`src/design/cmrc_pkg.sv`:
```
`default_nettype none

package cmrc_pkg;

    // ************************************************************
    // Widths and message RAM layout
    // ************************************************************
    localparam int unsigned DATA_W    = 32;
    localparam int unsigned CHK_W     = 7;
    localparam int unsigned WORD_W    = DATA_W + CHK_W;
    localparam int unsigned HAM_BITS  = 6;
    localparam int unsigned NUM_CAN   = 2;
    localparam int unsigned CAN_WORDS = 1216;
    localparam int unsigned RAM_WORDS = NUM_CAN * CAN_WORDS;
    localparam int unsigned CAN_AW    = 11;
    localparam int unsigned RAM_AW    = 12;

    localparam logic [RAM_AW-1:0] CAN0_BASE = 12'h000;
    localparam logic [RAM_AW-1:0] CAN1_BASE = RAM_AW'(CAN_WORDS);

    // ************************************************************
    // CPU access size codes
    // ************************************************************
    localparam logic [1:0] SIZE_BYTE = 2'h0;
    localparam logic [1:0] SIZE_HALF = 2'h1;
    localparam logic [1:0] SIZE_WORD = 2'h2;

    typedef enum logic [1:0] {
        CMRC_OWN_NONE,
        CMRC_OWN_CPU,
        CMRC_OWN_CAN0,
        CMRC_OWN_CAN1
    } cmrc_own_t;

    typedef logic [WORD_W-1:0] cmrc_word_t;

    // ************************************************************
    // SECDED helpers: bit 0 is overall parity, powers of two are checks
    // ************************************************************
    function automatic logic cmrc_is_chk(input int pos);
        return (pos == 0) || ((pos & (pos - 1)) == 0);
    endfunction

    function automatic logic cmrc_par_sel(input cmrc_word_t w, input int b);
        logic p;
        p = 1'b0;
        for (int pos = 1; pos < WORD_W; pos++)
        begin
            if (((pos >> b) & 1) == 1)
                p = p ^ w[pos];
        end
        return p;
    endfunction

    function automatic cmrc_word_t cmrc_encode(input logic [DATA_W-1:0] d);
        cmrc_word_t w;
        int         k;
        w = '0;
        k = 0;
        for (int pos = 1; pos < WORD_W; pos++)
        begin
            if (!cmrc_is_chk(pos))
            begin
                w[pos] = d[k];
                k++;
            end
        end
        for (int b = 0; b < HAM_BITS; b++)
            w[1 << b] = cmrc_par_sel(w, b);
        w[0] = ^w;
        return w;
    endfunction

    function automatic logic [DATA_W-1:0] cmrc_extract(input cmrc_word_t w);
        logic [DATA_W-1:0] d;
        int                k;
        d = '0;
        k = 0;
        for (int pos = 1; pos < WORD_W; pos++)
        begin
            if (!cmrc_is_chk(pos))
            begin
                d[k] = w[pos];
                k++;
            end
        end
        return d;
    endfunction

    function automatic logic [CHK_W-1:0] cmrc_chk(input cmrc_word_t w);
        logic [CHK_W-1:0] c;
        c[0] = w[0];
        for (int b = 0; b < HAM_BITS; b++)
            c[b + 1] = w[1 << b];
        return c;
    endfunction

    // Upper bit is overall parity, lower bits the Hamming position
    function automatic logic [CHK_W-1:0] cmrc_syndrome(input cmrc_word_t w);
        logic [CHK_W-1:0] s;
        for (int b = 0; b < HAM_BITS; b++)
            s[b] = cmrc_par_sel(w, b);
        s[CHK_W-1] = ^w;
        return s;
    endfunction

endpackage

`default_nettype wire

```
`src/design/cmrc_arb_if.sv`:
```
`timescale 1ns/10ps
`default_nettype none

interface cmrc_arb_if;
    import cmrc_pkg::*;

    logic               cpu_req;
    logic [NUM_CAN-1:0] can_req;
    logic               cpu_gnt;
    logic [NUM_CAN-1:0] can_gnt;

    modport arb  (input cpu_req, input can_req, output cpu_gnt, output can_gnt);
    modport user (output cpu_req, output can_req, input cpu_gnt, input can_gnt);
endinterface

`default_nettype wire

```
`src/design/cmrc_ecc_chk.sv`:
```
`timescale 1ns/10ps
`default_nettype none

module cmrc_ecc_chk
    import cmrc_pkg::*;
(
    input  wire logic                  i_ref_clk,
    input  wire logic                  i_rst_n,
    input  wire logic                  i_chk_en,
    input  wire logic [WORD_W-1:0]     i_word,
    output logic      [DATA_W-1:0]     o_data,
    output logic                       o_fix,
    output logic                       o_bad
);
    logic [CHK_W-1:0] syn;
    logic [5:0]       pos;
    logic             par;
    logic             solid;
    cmrc_word_t       fixed;

    // ************************************************************
    // Syndrome decode and single-bit repair
    // ************************************************************
    always_comb
    begin
        syn   = cmrc_syndrome(i_word);
        pos   = syn[HAM_BITS-1:0];
        par   = syn[CHK_W-1];
        solid = (i_word == '0) || (i_word == '1);
        fixed = i_word;
        o_fix = 1'b0;
        o_bad = 1'b0;
        if (solid || (!par && pos != '0) || (par && 32'(pos) >= WORD_W))
            o_bad = 1'b1;
        else if (par)
        begin
            fixed[pos] = ~fixed[pos];
            o_fix      = 1'b1;
        end
        o_data = cmrc_extract(fixed);
    end
endmodule

`default_nettype wire

```
`src/design/cmrc_arb.sv`:
```
`timescale 1ns/10ps
`default_nettype none

module cmrc_arb
    import cmrc_pkg::*;
(
    input  wire logic  i_ref_clk,
    input  wire logic  i_rst_n,
    cmrc_arb_if.arb    arb
);
    logic               last_cpu_q, last_cpu_d;
    logic               rr_q, rr_d;
    logic [NUM_CAN-1:0] seen_q, seen_d;
    logic [NUM_CAN-1:0] can_ok;
    logic               can_pick;

    // ************************************************************
    // Grant decision
    // ************************************************************
    always_comb
    begin
        can_ok      = arb.can_req & seen_q;
        can_pick    = (can_ok == 2'h3) ? rr_q : can_ok[1];
        arb.cpu_gnt = 1'b0;
        arb.can_gnt = '0;
        if (|can_ok && (last_cpu_q || !arb.cpu_req))
            arb.can_gnt[can_pick] = 1'b1;
        else if (arb.cpu_req)
            arb.cpu_gnt = 1'b1;
        seen_d     = arb.can_req;
        last_cpu_d = arb.cpu_gnt ? 1'b1 : (|arb.can_gnt ? 1'b0 : last_cpu_q);
        rr_d       = arb.can_gnt[0] ? 1'b1 : (arb.can_gnt[1] ? 1'b0 : rr_q);
    end

    always_ff @(posedge i_ref_clk)
    begin
        if (!i_rst_n)
        begin
            last_cpu_q <= 1'b0;
            rr_q       <= 1'b0;
            seen_q     <= '0;
        end
        else
        begin
            last_cpu_q <= last_cpu_d;
            rr_q       <= rr_d;
            seen_q     <= seen_d;
        end
    end
endmodule

`default_nettype wire

```
`src/design/cmrc_top.sv`:
```
`timescale 1ns/10ps
`default_nettype none

// Behaviour
// Round-robin grant between the two cans, alternating with cpu
// Cpu gets half, waits one cycle most
// Cans share half, fresh request waits one
// Idle cpu: cans take whole bandwidth
// Idle cans: cpu takes whole bandwidth
// Lone can takes idle can's share
// Address cycle, then data cycle
// Data phase overlaps next address phase
// Correct single errors, flag double errors
// Store 32 data plus 7 check bits
// All-zero or all-one word is uncorrectable
// Encode on write, check and correct read
// Forward check bits to the can
// Ram port issues only full words
// Cpu reads byte, half or word
// Never report a transfer error
// Each can owns a 1216-word region
// Narrow read returns corrected addressed lanes
// Reset: fixed pointer, no grant
module cmrc_top
    import cmrc_pkg::*;
(
    input  wire logic                                  i_ref_clk,
    input  wire logic                                  i_rst_n,
    input  wire logic                                  i_cpu_req,
    input  wire logic                                  i_cpu_we,
    input  wire logic [cmrc_pkg::RAM_AW-1:0]           i_cpu_addr,
    input  wire logic [1:0]                            i_cpu_size,
    input  wire logic [1:0]                            i_cpu_off,
    input  wire logic [cmrc_pkg::DATA_W-1:0]           i_cpu_wdata,
    output logic                                       o_cpu_gnt,
    output logic                                       o_cpu_done,
    output logic      [cmrc_pkg::DATA_W-1:0]           o_cpu_rdata,
    output logic                                       o_cpu_ecc_fix,
    output logic                                       o_cpu_ecc_bad,
    output logic                                       o_cpu_err,
    input  wire logic [1:0]                            i_can_req,
    input  wire logic [1:0]                            i_can_we,
    input  wire logic [1:0][cmrc_pkg::CAN_AW-1:0]      i_can_addr,
    input  wire logic [1:0][cmrc_pkg::DATA_W-1:0]      i_can_wdata,
    output logic      [1:0]                            o_can_gnt,
    output logic      [1:0]                            o_can_done,
    output logic      [1:0][cmrc_pkg::DATA_W-1:0]      o_can_rdata,
    output logic      [1:0][cmrc_pkg::CHK_W-1:0]       o_can_chk,
    output logic      [1:0]                            o_can_ecc_fix,
    output logic      [1:0]                            o_can_ecc_bad,
    output logic      [1:0]                            o_can_err,
    output logic                                       o_ram_cs,
    output logic                                       o_ram_we,
    output logic      [cmrc_pkg::RAM_AW-1:0]           o_ram_addr,
    output logic      [cmrc_pkg::WORD_W-1:0]           o_ram_wdata,
    input  wire logic [cmrc_pkg::WORD_W-1:0]           i_ram_rdata
);
    import cmrc_pkg::*;

    // ************************************************************
    // Pipeline state
    // ************************************************************
    logic              a_vld_q,  a_vld_d;
    logic              a_we_q,   a_we_d;
    cmrc_own_t         a_own_q,  a_own_d;
    logic [RAM_AW-1:0] a_addr_q, a_addr_d;
    cmrc_word_t        a_word_q, a_word_d;
    logic [1:0]        a_size_q, a_size_d;
    logic [1:0]        a_off_q,  a_off_d;

    logic              d_vld_q,  d_vld_d;
    logic              d_we_q,   d_we_d;
    cmrc_own_t         d_own_q,  d_own_d;
    cmrc_word_t        d_word_q, d_word_d;
    logic [1:0]        d_size_q, d_size_d;
    logic [1:0]        d_off_q,  d_off_d;

    logic              r_vld_q,  r_vld_d;
    cmrc_own_t         r_own_q,  r_own_d;
    logic [DATA_W-1:0] r_data_q, r_data_d;
    logic [CHK_W-1:0]  r_chk_q,  r_chk_d;
    logic              r_fix_q,  r_fix_d;
    logic              r_bad_q,  r_bad_d;

    logic [DATA_W-1:0] dec_data;
    logic              dec_fix;
    logic              dec_bad;
    logic              any_gnt;

    cmrc_arb_if arb_bus ();

    // ************************************************************
    // Arbiter and read checker
    // ************************************************************
    assign arb_bus.cpu_req = i_cpu_req;
    assign arb_bus.can_req = i_can_req;
    assign o_cpu_gnt       = arb_bus.cpu_gnt;
    assign o_can_gnt       = arb_bus.can_gnt;
    assign any_gnt         = arb_bus.cpu_gnt || (|arb_bus.can_gnt);

    cmrc_arb u_arb (
        .i_ref_clk (i_ref_clk),
        .i_rst_n   (i_rst_n),
        .arb       (arb_bus.arb)
    );

    cmrc_ecc_chk u_ecc_chk (
        .i_ref_clk (i_ref_clk),
        .i_rst_n   (i_rst_n),
        .i_chk_en  (d_vld_q && !d_we_q),
        .i_word    (i_ram_rdata),
        .o_data    (dec_data),
        .o_fix     (dec_fix),
        .o_bad     (dec_bad)
    );

    // Narrow reads still fetch and repair the whole word, then pick lanes
    function automatic logic [DATA_W-1:0] lane_pick(input logic [DATA_W-1:0] w,
                                                    input logic [1:0]        size,
                                                    input logic [1:0]        off);
        logic [DATA_W-1:0] sh;
        sh = w >> (8 * off);
        if (size == SIZE_BYTE)
            return {24'h000000, sh[7:0]};
        else if (size == SIZE_HALF)
            return {16'h0000, (off[1] ? w[31:16] : w[15:0])};
        else
            return w;
    endfunction

    // ************************************************************
    // Address phase capture
    // ************************************************************
    always_comb
    begin
        a_vld_d  = any_gnt;
        a_we_d   = 1'b0;
        a_own_d  = CMRC_OWN_NONE;
        a_addr_d = a_addr_q;
        a_word_d = '0;
        a_size_d = SIZE_WORD;
        a_off_d  = 2'h0;
        if (arb_bus.cpu_gnt)
        begin
            a_own_d  = CMRC_OWN_CPU;
            a_we_d   = i_cpu_we;
            a_addr_d = i_cpu_addr;
            a_word_d = cmrc_encode(i_cpu_wdata);
            a_size_d = i_cpu_we ? SIZE_WORD : i_cpu_size;
            a_off_d  = i_cpu_we ? 2'h0 : i_cpu_off;
        end
        else if (arb_bus.can_gnt[0])
        begin
            a_own_d  = CMRC_OWN_CAN0;
            a_we_d   = i_can_we[0];
            a_addr_d = CAN0_BASE + RAM_AW'(i_can_addr[0]);
            a_word_d = cmrc_encode(i_can_wdata[0]);
        end
        else if (arb_bus.can_gnt[1])
        begin
            a_own_d  = CMRC_OWN_CAN1;
            a_we_d   = i_can_we[1];
            a_addr_d = CAN1_BASE + RAM_AW'(i_can_addr[1]);
            a_word_d = cmrc_encode(i_can_wdata[1]);
        end
    end

    always_ff @(posedge i_ref_clk)
    begin
        if (!i_rst_n)
        begin
            a_vld_q  <= 1'b0;
            a_we_q   <= 1'b0;
            a_own_q  <= CMRC_OWN_NONE;
            a_addr_q <= '0;
            a_word_q <= '0;
            a_size_q <= SIZE_WORD;
            a_off_q  <= 2'h0;
        end
        else
        begin
            a_vld_q  <= a_vld_d;
            a_we_q   <= a_we_d;
            a_own_q  <= a_own_d;
            a_addr_q <= a_addr_d;
            a_word_q <= a_word_d;
            a_size_q <= a_size_d;
            a_off_q  <= a_off_d;
        end
    end

    // ************************************************************
    // Data phase and response
    // ************************************************************
    // The data stage runs beside the next address stage; no bubble between
    always_comb
    begin
        d_vld_d  = a_vld_q;
        d_we_d   = a_vld_q && a_we_q;
        d_own_d  = a_own_q;
        d_word_d = (a_vld_q && a_we_q) ? a_word_q : '0;
        d_size_d = a_size_q;
        d_off_d  = a_off_q;

        r_vld_d  = d_vld_q;
        r_own_d  = d_own_q;
        r_data_d = '0;
        r_chk_d  = cmrc_chk(d_word_q);
        r_fix_d  = 1'b0;
        r_bad_d  = 1'b0;
        if (d_vld_q && !d_we_q)
        begin
            r_chk_d = cmrc_chk(cmrc_encode(dec_data));
            r_fix_d = dec_fix;
            r_bad_d = dec_bad;
            case (d_own_q)
                CMRC_OWN_CPU:  r_data_d = lane_pick(dec_data, d_size_q, d_off_q);
                CMRC_OWN_CAN0: r_data_d = dec_data;
                CMRC_OWN_CAN1: r_data_d = dec_data;
                default:       r_data_d = '0;
            endcase
        end
    end

    always_ff @(posedge i_ref_clk)
    begin
        if (!i_rst_n)
        begin
            d_vld_q  <= 1'b0;
            d_we_q   <= 1'b0;
            d_own_q  <= CMRC_OWN_NONE;
            d_word_q <= '0;
            d_size_q <= SIZE_WORD;
            d_off_q  <= 2'h0;
            r_vld_q  <= 1'b0;
            r_own_q  <= CMRC_OWN_NONE;
            r_data_q <= '0;
            r_chk_q  <= '0;
            r_fix_q  <= 1'b0;
            r_bad_q  <= 1'b0;
        end
        else
        begin
            d_vld_q  <= d_vld_d;
            d_we_q   <= d_we_d;
            d_own_q  <= d_own_d;
            d_word_q <= d_word_d;
            d_size_q <= d_size_d;
            d_off_q  <= d_off_d;
            r_vld_q  <= r_vld_d;
            r_own_q  <= r_own_d;
            r_data_q <= r_data_d;
            r_chk_q  <= r_chk_d;
            r_fix_q  <= r_fix_d;
            r_bad_q  <= r_bad_d;
        end
    end

    // ************************************************************
    // Outputs
    // ************************************************************
    // Only whole 39-bit words reach the RAM; there are no lane strobes
    assign o_ram_cs    = a_vld_q;
    assign o_ram_we    = a_vld_q && a_we_q;
    assign o_ram_addr  = a_addr_q;
    assign o_ram_wdata = d_word_q;

    assign o_cpu_done    = r_vld_q && (r_own_q == CMRC_OWN_CPU);
    assign o_cpu_rdata   = r_data_q;
    assign o_cpu_ecc_fix = o_cpu_done && r_fix_q;
    assign o_cpu_ecc_bad = o_cpu_done && r_bad_q;
    assign o_cpu_err     = 1'b0;

    always_comb
    begin
        o_can_done[0] = r_vld_q && (r_own_q == CMRC_OWN_CAN0);
        o_can_done[1] = r_vld_q && (r_own_q == CMRC_OWN_CAN1);
        for (int i = 0; i < NUM_CAN; i++)
        begin
            o_can_rdata[i]   = r_data_q;
            o_can_chk[i]     = r_chk_q;
            o_can_ecc_fix[i] = o_can_done[i] && r_fix_q;
            o_can_ecc_bad[i] = o_can_done[i] && r_bad_q;
            o_can_err[i]     = 1'b0;
        end
    end
endmodule

`default_nettype wire

```
`config.mk`:
```
export PLATFORM = sky130hd
export DESIGN_NAME = cmrc_top
export DESIGN_NICKNAME = d
export VERILOG_FILES = /design/src/design/cmrc_pkg.sv /design/src/design/cmrc_arb_if.sv /design/src/design/cmrc_ecc_chk.sv /design/src/design/cmrc_arb.sv /design/src/design/cmrc_top.sv
export SDC_FILE = /design/constraint.sdc
export NUM_CORES = 1
export LEC_CHECK = 0
export ABC_CLOCK_PERIOD_IN_PS = 14900
export BUFFER_PORTS_ARGS = -buffer_cell sky130_fd_sc_hd__buf_2
export CAP_MARGIN = 5
export CORE_MARGIN = 8
export CORE_UTILIZATION = 25
export CTS_BUF_LIST = sky130_fd_sc_hd__clkbuf_4
export CTS_CLUSTER_DIAMETER = 30
export DETAILED_ROUTE_END_ITERATION = 6
export GPL_TIMING_DRIVEN = 0
export PLACE_DENSITY_LB_ADDON = 0.25
export REMOVE_ABC_BUFFERS = 1
export SYNTH_ARGS = -nofsm -noshare
export SYNTH_HDL_FRONTEND = slang
export SYNTH_HIERARCHICAL = 1
export SYNTH_SLANG_ARGS = --single-unit
```
`constraint.sdc`:
```
create_clock -name i_ref_clk -period 14.9 [get_ports i_ref_clk]
set_input_delay 1.49 -clock i_ref_clk [delete_from_list [all_inputs] [get_ports i_ref_clk]]
set_output_delay 1.49 -clock i_ref_clk [all_outputs]
set_load 0.005 [all_outputs]
```
======== Yosys cells after proc, flatten, opt, wreduce, memory -nomap -nowiden ========
Index checks and enable logic that the tools add are counted.
word-level totals
  register bits ........................... 154
  input port bits ......................... 181
  output and inout port bits .............. 178
  logic and storage cells ................. 2255
operators by class
  add/sub/neg operators ................... 121
  $lt $le $gt $ge ......................... 129
  equal/unequal tests ..................... 9
  shift operators ......................... 1
  muxes and demuxes ....................... 1478
  bitwise operators ....................... 451
  reductions and logical operators ........ 43
operator list
  kind                                                                            number
  32-bit 2-to-1 mux                                                               219
  32-bit by 7-bit less-than comparator with 1-bit output (second input constant)  124
  32-bit by 2-bit adder with 32-bit output (second input constant)                120
  1-bit 2-to-1 mux                                                                1117
  1-bit binary-select mux with 5-bit select                                       124
  1-bit bitwise XOR                                                               446
  39-bit 2-to-1 mux                                                               5
  39-bit XOR reduction                                                            5
  32-bit one-hot mux with 2 select lines                                          1
  39-bit bitwise mux                                                              1
  39-bit == test (second input constant)                                          1
  39-bit logical NOT                                                              1
  12-bit 2-to-1 mux                                                               3
  32-bit by 5-bit right shift with 8-bit output                                   1
  1-bit logical AND                                                               16
  16-bit 2-to-1 mux                                                               1
  11-bit by 11-bit adder with 12-bit output (first input constant)                1
  2-bit == test (second input constant)                                           5
  2-bit OR reduction                                                              4
  6-bit by 7-bit less-than comparator with 1-bit output (second input constant)   1
  7-bit 2-to-1 mux                                                                1
  1-bit binary-select mux with 6-bit select                                       1
  1-bit demux with 6-bit select                                                   1
  2-bit by 1-bit == test with 1-bit output (second input constant)                3
  16 further kinds                                                                30

======== Depth between registers and ports, before layout ========
  depth in word-level cells ............... 145
  mapped depth ............................ 20
  depth with buffers taken out ............ 17

======== Hierarchy ========
Netlist, hierarchy kept.
modules (own cells, without submodules)
  module        times used  cells an instance  area each (µm²)  sequential area each (µm²)
  cmrc_top      1           872                8318.0           3002.9
  cmrc_ecc_chk  1           304                2448.6           0.0
  cmrc_arb      1           20                 188.9            80.1

======== Worst setup path before layout ========
OpenSTA, ideal clock, no wires.
  kind .................................... input port to flip-flop
  start ................................... input i_ram_rdata[12] (netlist bit)
  end ..................................... register r_chk_q[0]
  library setup time ...................... 0.086 ns
  data arrival time ....................... 5.929 ns
  required time ........................... 14.814 ns
  slack ................................... 8.886 ns
  stages .................................. 19
  buffers on the path ..................... 3
  path through ............................ inv_1 > ha_1 > xor2_1 > xnor2_1 > xnor3_1 > xnor2_1 > or2_1 > clkbuf_1 > or4b_1 > buf_2 > or3_1 > buf_2 > o41a_1 > xnor2_1 > xnor2_1 > xnor2_1 > xnor2_1 > xnor3_1 > a211oi_1
between the ends
  cells in the longest elaborated chain, start to end .. 64
  elaborated cells on any way between the ends .. 354
  those cells by class .................... 3 x order compare; 1 x eq/ne; 222 x mux; 117 x bitwise; 11 x reduce/logical
RTL lines
  what                                                                                                                                                  RTL line            RTL
  start, declared                                                                                                                                       cmrc_top.sv:56      input wire logic [cmrc_pkg::WORD_W-1:0] i_ram_rdata
  1-bit bitwise XOR (15 in a row)                                                                                                                       cmrc_pkg.sv:50      p = p ^ w[pos];
  6-bit by 7-bit less-than comparator with 1-bit output (implied by the code) / 6-bit by 1-bit >= comparator with 1-bit output (equally long branches)  cmrc_ecc_chk.sv:37  fixed[pos] = ~fixed[pos];
  1-bit logical AND (implied by the code)                                                                                                               cmrc_ecc_chk.sv:37
  1-bit 2-to-1 mux (implied by the code)                                                                                                                cmrc_ecc_chk.sv:37
  1-bit demux with 6-bit select                                                                                                                         n/a
  39-bit bitwise mux                                                                                                                                    cmrc_ecc_chk.sv:37
  39-bit 2-to-1 mux                                                                                                                                     cmrc_ecc_chk.sv:35  else if (par)
  39-bit 2-to-1 mux (*)                                                                                                                                 cmrc_ecc_chk.sv:33  if (solid || (!par && pos != '0) || (par && 32'(pos) >= WORD_W))
  via dec_data[31]                                                                                                                                      cmrc_top.sv:85      logic [DATA_W-1:0] dec_data;
  [34 not listed]                                                                                                                                       n/a
  1-bit bitwise XOR                                                                                                                                     cmrc_pkg.sv:50
  1-bit 2-to-1 mux                                                                                                                                      cmrc_top.sv:211     if (d_vld_q && !d_we_q)
  1-bit bitwise XOR                                                                                                                                     cmrc_pkg.sv:50
  1-bit 2-to-1 mux                                                                                                                                      cmrc_top.sv:211
  1-bit bitwise XOR                                                                                                                                     cmrc_pkg.sv:50
  1-bit 2-to-1 mux                                                                                                                                      cmrc_top.sv:211
  39-bit XOR reduction (*)                                                                                                                              cmrc_pkg.sv:70      w[0] = ^w;
  7-bit 2-to-1 mux (*)                                                                                                                                  cmrc_top.sv:211
  end signal, assigned                                                                                                                                  cmrc_top.sv:253     r_chk_q <= r_chk_d;
  end, declared                                                                                                                                         cmrc_top.sv:81      logic [CHK_W-1:0] r_chk_q, r_chk_d;
Mark *: on every way through the listed nets, which the timed path passes. The rest lies on a longest branch. The select of a mux whose other input is x is not followed.
A chain may end at the register's enable or synchronous reset.

======== Worst setup path after layout ========
  start ................................... input i_ram_rdata[5] (netlist bit)
  end ..................................... register r_chk_q[0]
between the ends
  cells in the longest elaborated chain, start to end .. 67
  elaborated cells on any way between the ends .. 362
  those cells by class .................... 3 x order compare; 1 x eq/ne; 222 x mux; 125 x bitwise; 11 x reduce/logical
RTL lines
  what                                                                                                                                                  RTL line
  1-bit bitwise XOR (18 in a row)                                                                                                                       cmrc_pkg.sv:50
  6-bit by 7-bit less-than comparator with 1-bit output (implied by the code) / 6-bit by 1-bit >= comparator with 1-bit output (equally long branches)  cmrc_ecc_chk.sv:37
  1-bit logical AND (implied by the code)                                                                                                               cmrc_ecc_chk.sv:37
  1-bit 2-to-1 mux (implied by the code)                                                                                                                cmrc_ecc_chk.sv:37
  1-bit demux with 6-bit select                                                                                                                         n/a
  39-bit bitwise mux                                                                                                                                    cmrc_ecc_chk.sv:37
  39-bit 2-to-1 mux                                                                                                                                     cmrc_ecc_chk.sv:35
  39-bit 2-to-1 mux (*)                                                                                                                                 cmrc_ecc_chk.sv:33
  via dec_data[31]                                                                                                                                      cmrc_top.sv:85
  [34 not listed]                                                                                                                                       n/a
  1-bit bitwise XOR                                                                                                                                     cmrc_pkg.sv:50
  1-bit 2-to-1 mux                                                                                                                                      cmrc_top.sv:211
  1-bit bitwise XOR                                                                                                                                     cmrc_pkg.sv:50
  1-bit 2-to-1 mux                                                                                                                                      cmrc_top.sv:211
  1-bit bitwise XOR                                                                                                                                     cmrc_pkg.sv:50
  1-bit 2-to-1 mux                                                                                                                                      cmrc_top.sv:211
  39-bit XOR reduction (*)                                                                                                                              cmrc_pkg.sv:70
  7-bit 2-to-1 mux (*)                                                                                                                                  cmrc_top.sv:211
Marks and branches as above.

==> parameters.txt <==
Parameter                              Value

Setup path
  Critical path startpoint category    input pin
  Dominant cell type by count on the critical path    sky130_fd_sc_hd__xnor2_1
  Data arrival time at the worst-slack endpoint    7.10 ns
  Kind of cell adding the most delay to the critical path    XOR/XNOR gates
  Length in cells of the worst reg-to-reg path    4
  Required time at the worst-slack endpoint    15.41 ns
  Type of destination of the critical path    register
  Cell with the largest stage delay on the worst path    sky130_fd_sc_hd__xnor2_4
  Class of the most critical setup path    in2reg
  Biggest fanout along the worst timing path    27
  Critical Path Max Stage Delay    0.69 ns
  Crit Reg-Reg Startpoint    d_vld_q$_SDFF_PN0_
  Critical R2R Capture    o_cpu_rdata[19]$_SDFF_PN0_
  R2r setup slk    11.75 ns
  Series of cell instances along the critical path    buf_2, inv_1, ha_1, xor2_2, xor2_1, xnor2_1, xnor2_4, nor3_2, or4b_1, or3_1, o41a_1, xnor2_1, xnor2_1, xnor2_1, xnor2_1, xnor3_1, a211oi_1
  Count of buffering cells on the critical path with inverters included    2

STA
  RSZ-0062 raised after global routing    false
  Worst slew margin relative to its limit    19.3%
  Setup clock skew after layout    0.0321 ns
  Max Transition Viols Final    0
  Transition time at the pin with the least slew margin    1.21 ns
  Share of the clock period used by the worst path    44.2%
  Post-route minimum period    6.58 ns
  Final critical-path setup slack    8.32 ns
  Fmax    152 MHz
  Hold Vio Cnt, Final    0
  Final-report setup violation count    0
  Aggregate negative setup slack    0 ns

Finish
  NumNets Final    1,671
  Fill cells    4,654
  Fraction of final layout cells sized beyond drive strength 1    30.3%
  Fin area    13,200 um^2
  Layout-stage area growth over the synthesis result    20.3%

Power
  Max IR drop VDD    0.0857 mV
  PwrDens    124 nW/um^2
  Design Power    1630 uW
  Static Leak    0.00578 uW

Synth
  Synthesis warning total    6
  Syn Std Cell Area    11,000 um^2
  Top cells by count, synth    249 x sky130_fd_sc_hd__xnor2_1, 154 x sky130_fd_sc_hd__dfxtp_1, 111 x sky130_fd_sc_hd__nor2_1, 76 x sky130_fd_sc_hd__and2_1, 75 x sky130_fd_sc_hd__buf_4
  Post-Syn Instances    1,196
  Netlist cell types    63
  Asr flop ratio synth    0%
  Sequential-to-total area share from yosys stat    28.1%
  Flip-flop and latch count after synthesis    154
  Area fraction of the dominant cell type after synthesis    28.1%
  Dominant cell by count in the synthesized netlist    sky130_fd_sc_hd__xnor2_1
  Post-Synthesis Mean Instance Area    9.16 um^2
  Number of synthesized flops with an enable pin    0
  Synth area leader    sky130_fd_sc_hd__dfxtp_1
  Top cells by area in the synthesized netlist    sky130_fd_sc_hd__dfxtp_1 28%, sky130_fd_sc_hd__xnor2_1 20%, sky130_fd_sc_hd__buf_4 5.1%
  Leading register cell type out of synthesis    sky130_fd_sc_hd__dfxtp_1

Placed design
  Placed inst area    12,900 um^2
  Pre-CTS WS    7.68 ns
  HPWL Detailed    33,300 um
  Buffers on Ports    355
  Final estimated routing congestion in global placement    0.849

Global routing
  Number of antenna violations at the first check in global routing    10
  Total track usage    15.5%
  Wire length of the first global-routing pass    60,100 um
  Pin count of the biggest net entering global routing    42
  Vias in the first global route    9,649
  Aggregate global routing overflow    0

Worst hold path
  Min-Delay Path Class    reg2reg
  Startpoint of the worst hold path    a_word_q[14]$_SDFF_PN0_
  Worst Hold End    o_ram_wdata[14]$_SDFF_PN0_
  Hold path cells    1

Routing
  DRT antenna net count    0
  Iteration-0 DRC count of the detailed router    520
  DR vias    9,274
  Wire length per cell after detailed routing    19.8 um
  Remaining design rule violation count    0
  Post-Route WL    40,700 um
  Vias/cell    4.52
  Detailed Routing Iterations Pass 1    5

Floorplan
  Number of placed I/O pins    359
  Std cell rows    76
  Die outline area    50,800 um^2
  Die height    225 um
  Area of the placeable core    43,200 um^2
  Width of the die    225 um
  Initial standard-cell utilization of the core    25.4%

Clock tree
  Clock tree root driver cell    sky130_fd_sc_hd__clkbuf_4
  # hold bufs at CTS    0
  Clock buffer count from CTS    17
  Num Clock Sinks    154
  Setup bufs post-CTS    0
  Number of levels the H-tree was split into    4
  Worst skew pair latency    0.63 ns
  Clock tree from TritonCTS    yes
  Clock transition at the registers of the reported paths    0.16 ns
  Number of gates resized after cts    0
  Bufs on Longest Clock Path    2

Flow run
  Max-cap violation count    0

Outcome
  Outcome    completed
-- sequential cells by signal, summed over array words and instances, names as in the netlist, 2 cells and up --
register,flops
o_ram_wdata,39
o_ram_addr,12
r_own_q,2
o_cpu_rdata,32
a_own_q,2
d_own_q,2
r_chk_q,7
u_arb/seen_q,2
a_word_q,39
d_off_q,2
a_off_q,2
d_size_q,2
a_size_q,2
-- metal layers --
layer | part of all wire (%) | track usage, % | up-vias
met4 | 1.6 | 3.88 | 8
met2 | 49 | 27.3 | 374
li1 | - | - | 4462
met3 | 9.0 | 5.62 | 40
met5 | 0.12 | 0 | -
met1 | 40 | 17.7 | 4390
-- how the worst max path moves through the flow --
stage / from / end / cells after the start
after global placement: i_can_req[0] / a_size_q[0]$_SDFF_PP0_ / 7
after global routing: i_ram_rdata[5] / r_chk_q[0]$_SDFF_PN0_ / 17
after CTS: i_ram_rdata[5] / r_chk_q[0]$_SDFF_PN0_ / 17
after detailed placement: i_ram_rdata[5] / r_chk_q[0]$_SDFF_PN0_ / 17
final: i_ram_rdata[5] / r_chk_q[0]$_SDFF_PN0_ / 17
after floorplan: i_can_req[0] / a_off_q[0]$_SDFF_PP0_ / 6
-- cells by family after synthesis --
family | Yosys count | share of synthesized area, %
other | 1 | 0.0342
and+or+nand+nor | 321 | 14.7
xor gates and xnor gates | 325 | 29.3
DFF | 154 | 28.1
muxes | 42 | 5.32
buffers and inverters | 172 | 8.51
adders and majority gates | 39 | 4.45
AOI/OAI and AO/OA | 142 | 9.56
-- layout by cell type, fill, tap and decap left out, types with 16 or more instances in the layout --
cell                       count
sky130_fd_sc_hd__nand2_1      34
sky130_fd_sc_hd__mux2_2       20
sky130_fd_sc_hd__nor3_1       45
sky130_fd_sc_hd__nor2_1      111
sky130_fd_sc_hd__a211oi_1     16
sky130_fd_sc_hd__xor2_1       47
sky130_fd_sc_hd__xnor3_1      20
sky130_fd_sc_hd__a221oi_1     37
sky130_fd_sc_hd__dfxtp_1     154
sky130_fd_sc_hd__buf_2       355
sky130_fd_sc_hd__ha_1         39
sky130_fd_sc_hd__xnor2_1     249
sky130_fd_sc_hd__inv_1        41
sky130_fd_sc_hd__and2_1       76
sky130_fd_sc_hd__a21oi_1      28
sky130_fd_sc_hd__clkbuf_4     17
sky130_fd_sc_hd__a22oi_1      18
-- report_power, final --
group / switching (uW) / internal (uW)
registers: 6.58 / 430
clock network: 175 / 86.4
logic: 516 / 417
total: 698 / 933
-- cell type report --
| cell class | instances | area, um^2 | area share, % |
|---|---|---|---|
| multi-input combinational | 872 | 6990 | 53.1 |
| sequential | 154 | 3080 | 23.4 |
| timing repair buffer | 363 | 1930 | 14.6 |
| tap | 585 | 732 | 5.55 |
| inverter | 43 | 161 | 1.22 |
| clock inverter | 14 | 138 | 1.04 |
| clock buffer | 17 | 128 | 0.968 |
| antenna | 6 | 15.0 | 0.114 |
-- metrics by stage --
| step | cells | hold slack, ns | utilization, % |
|---|---|---|---|
| 2_1_floorplan | 1069 | 0.386 | - |
| 3_3_place_gp | 2009 | 0.408 | 29.4 |
| 3_5_place_dp | 2017 | 0.409 | 29.9 |
| 4_1_cts | 2048 | 0.443 | 30.5 |
| 5_1_grt | 2050 | 0.440 | 30.5 |
| 6_report | 2054 | 0.434 | 30.5 |
(Power assumes the default switching activity.)
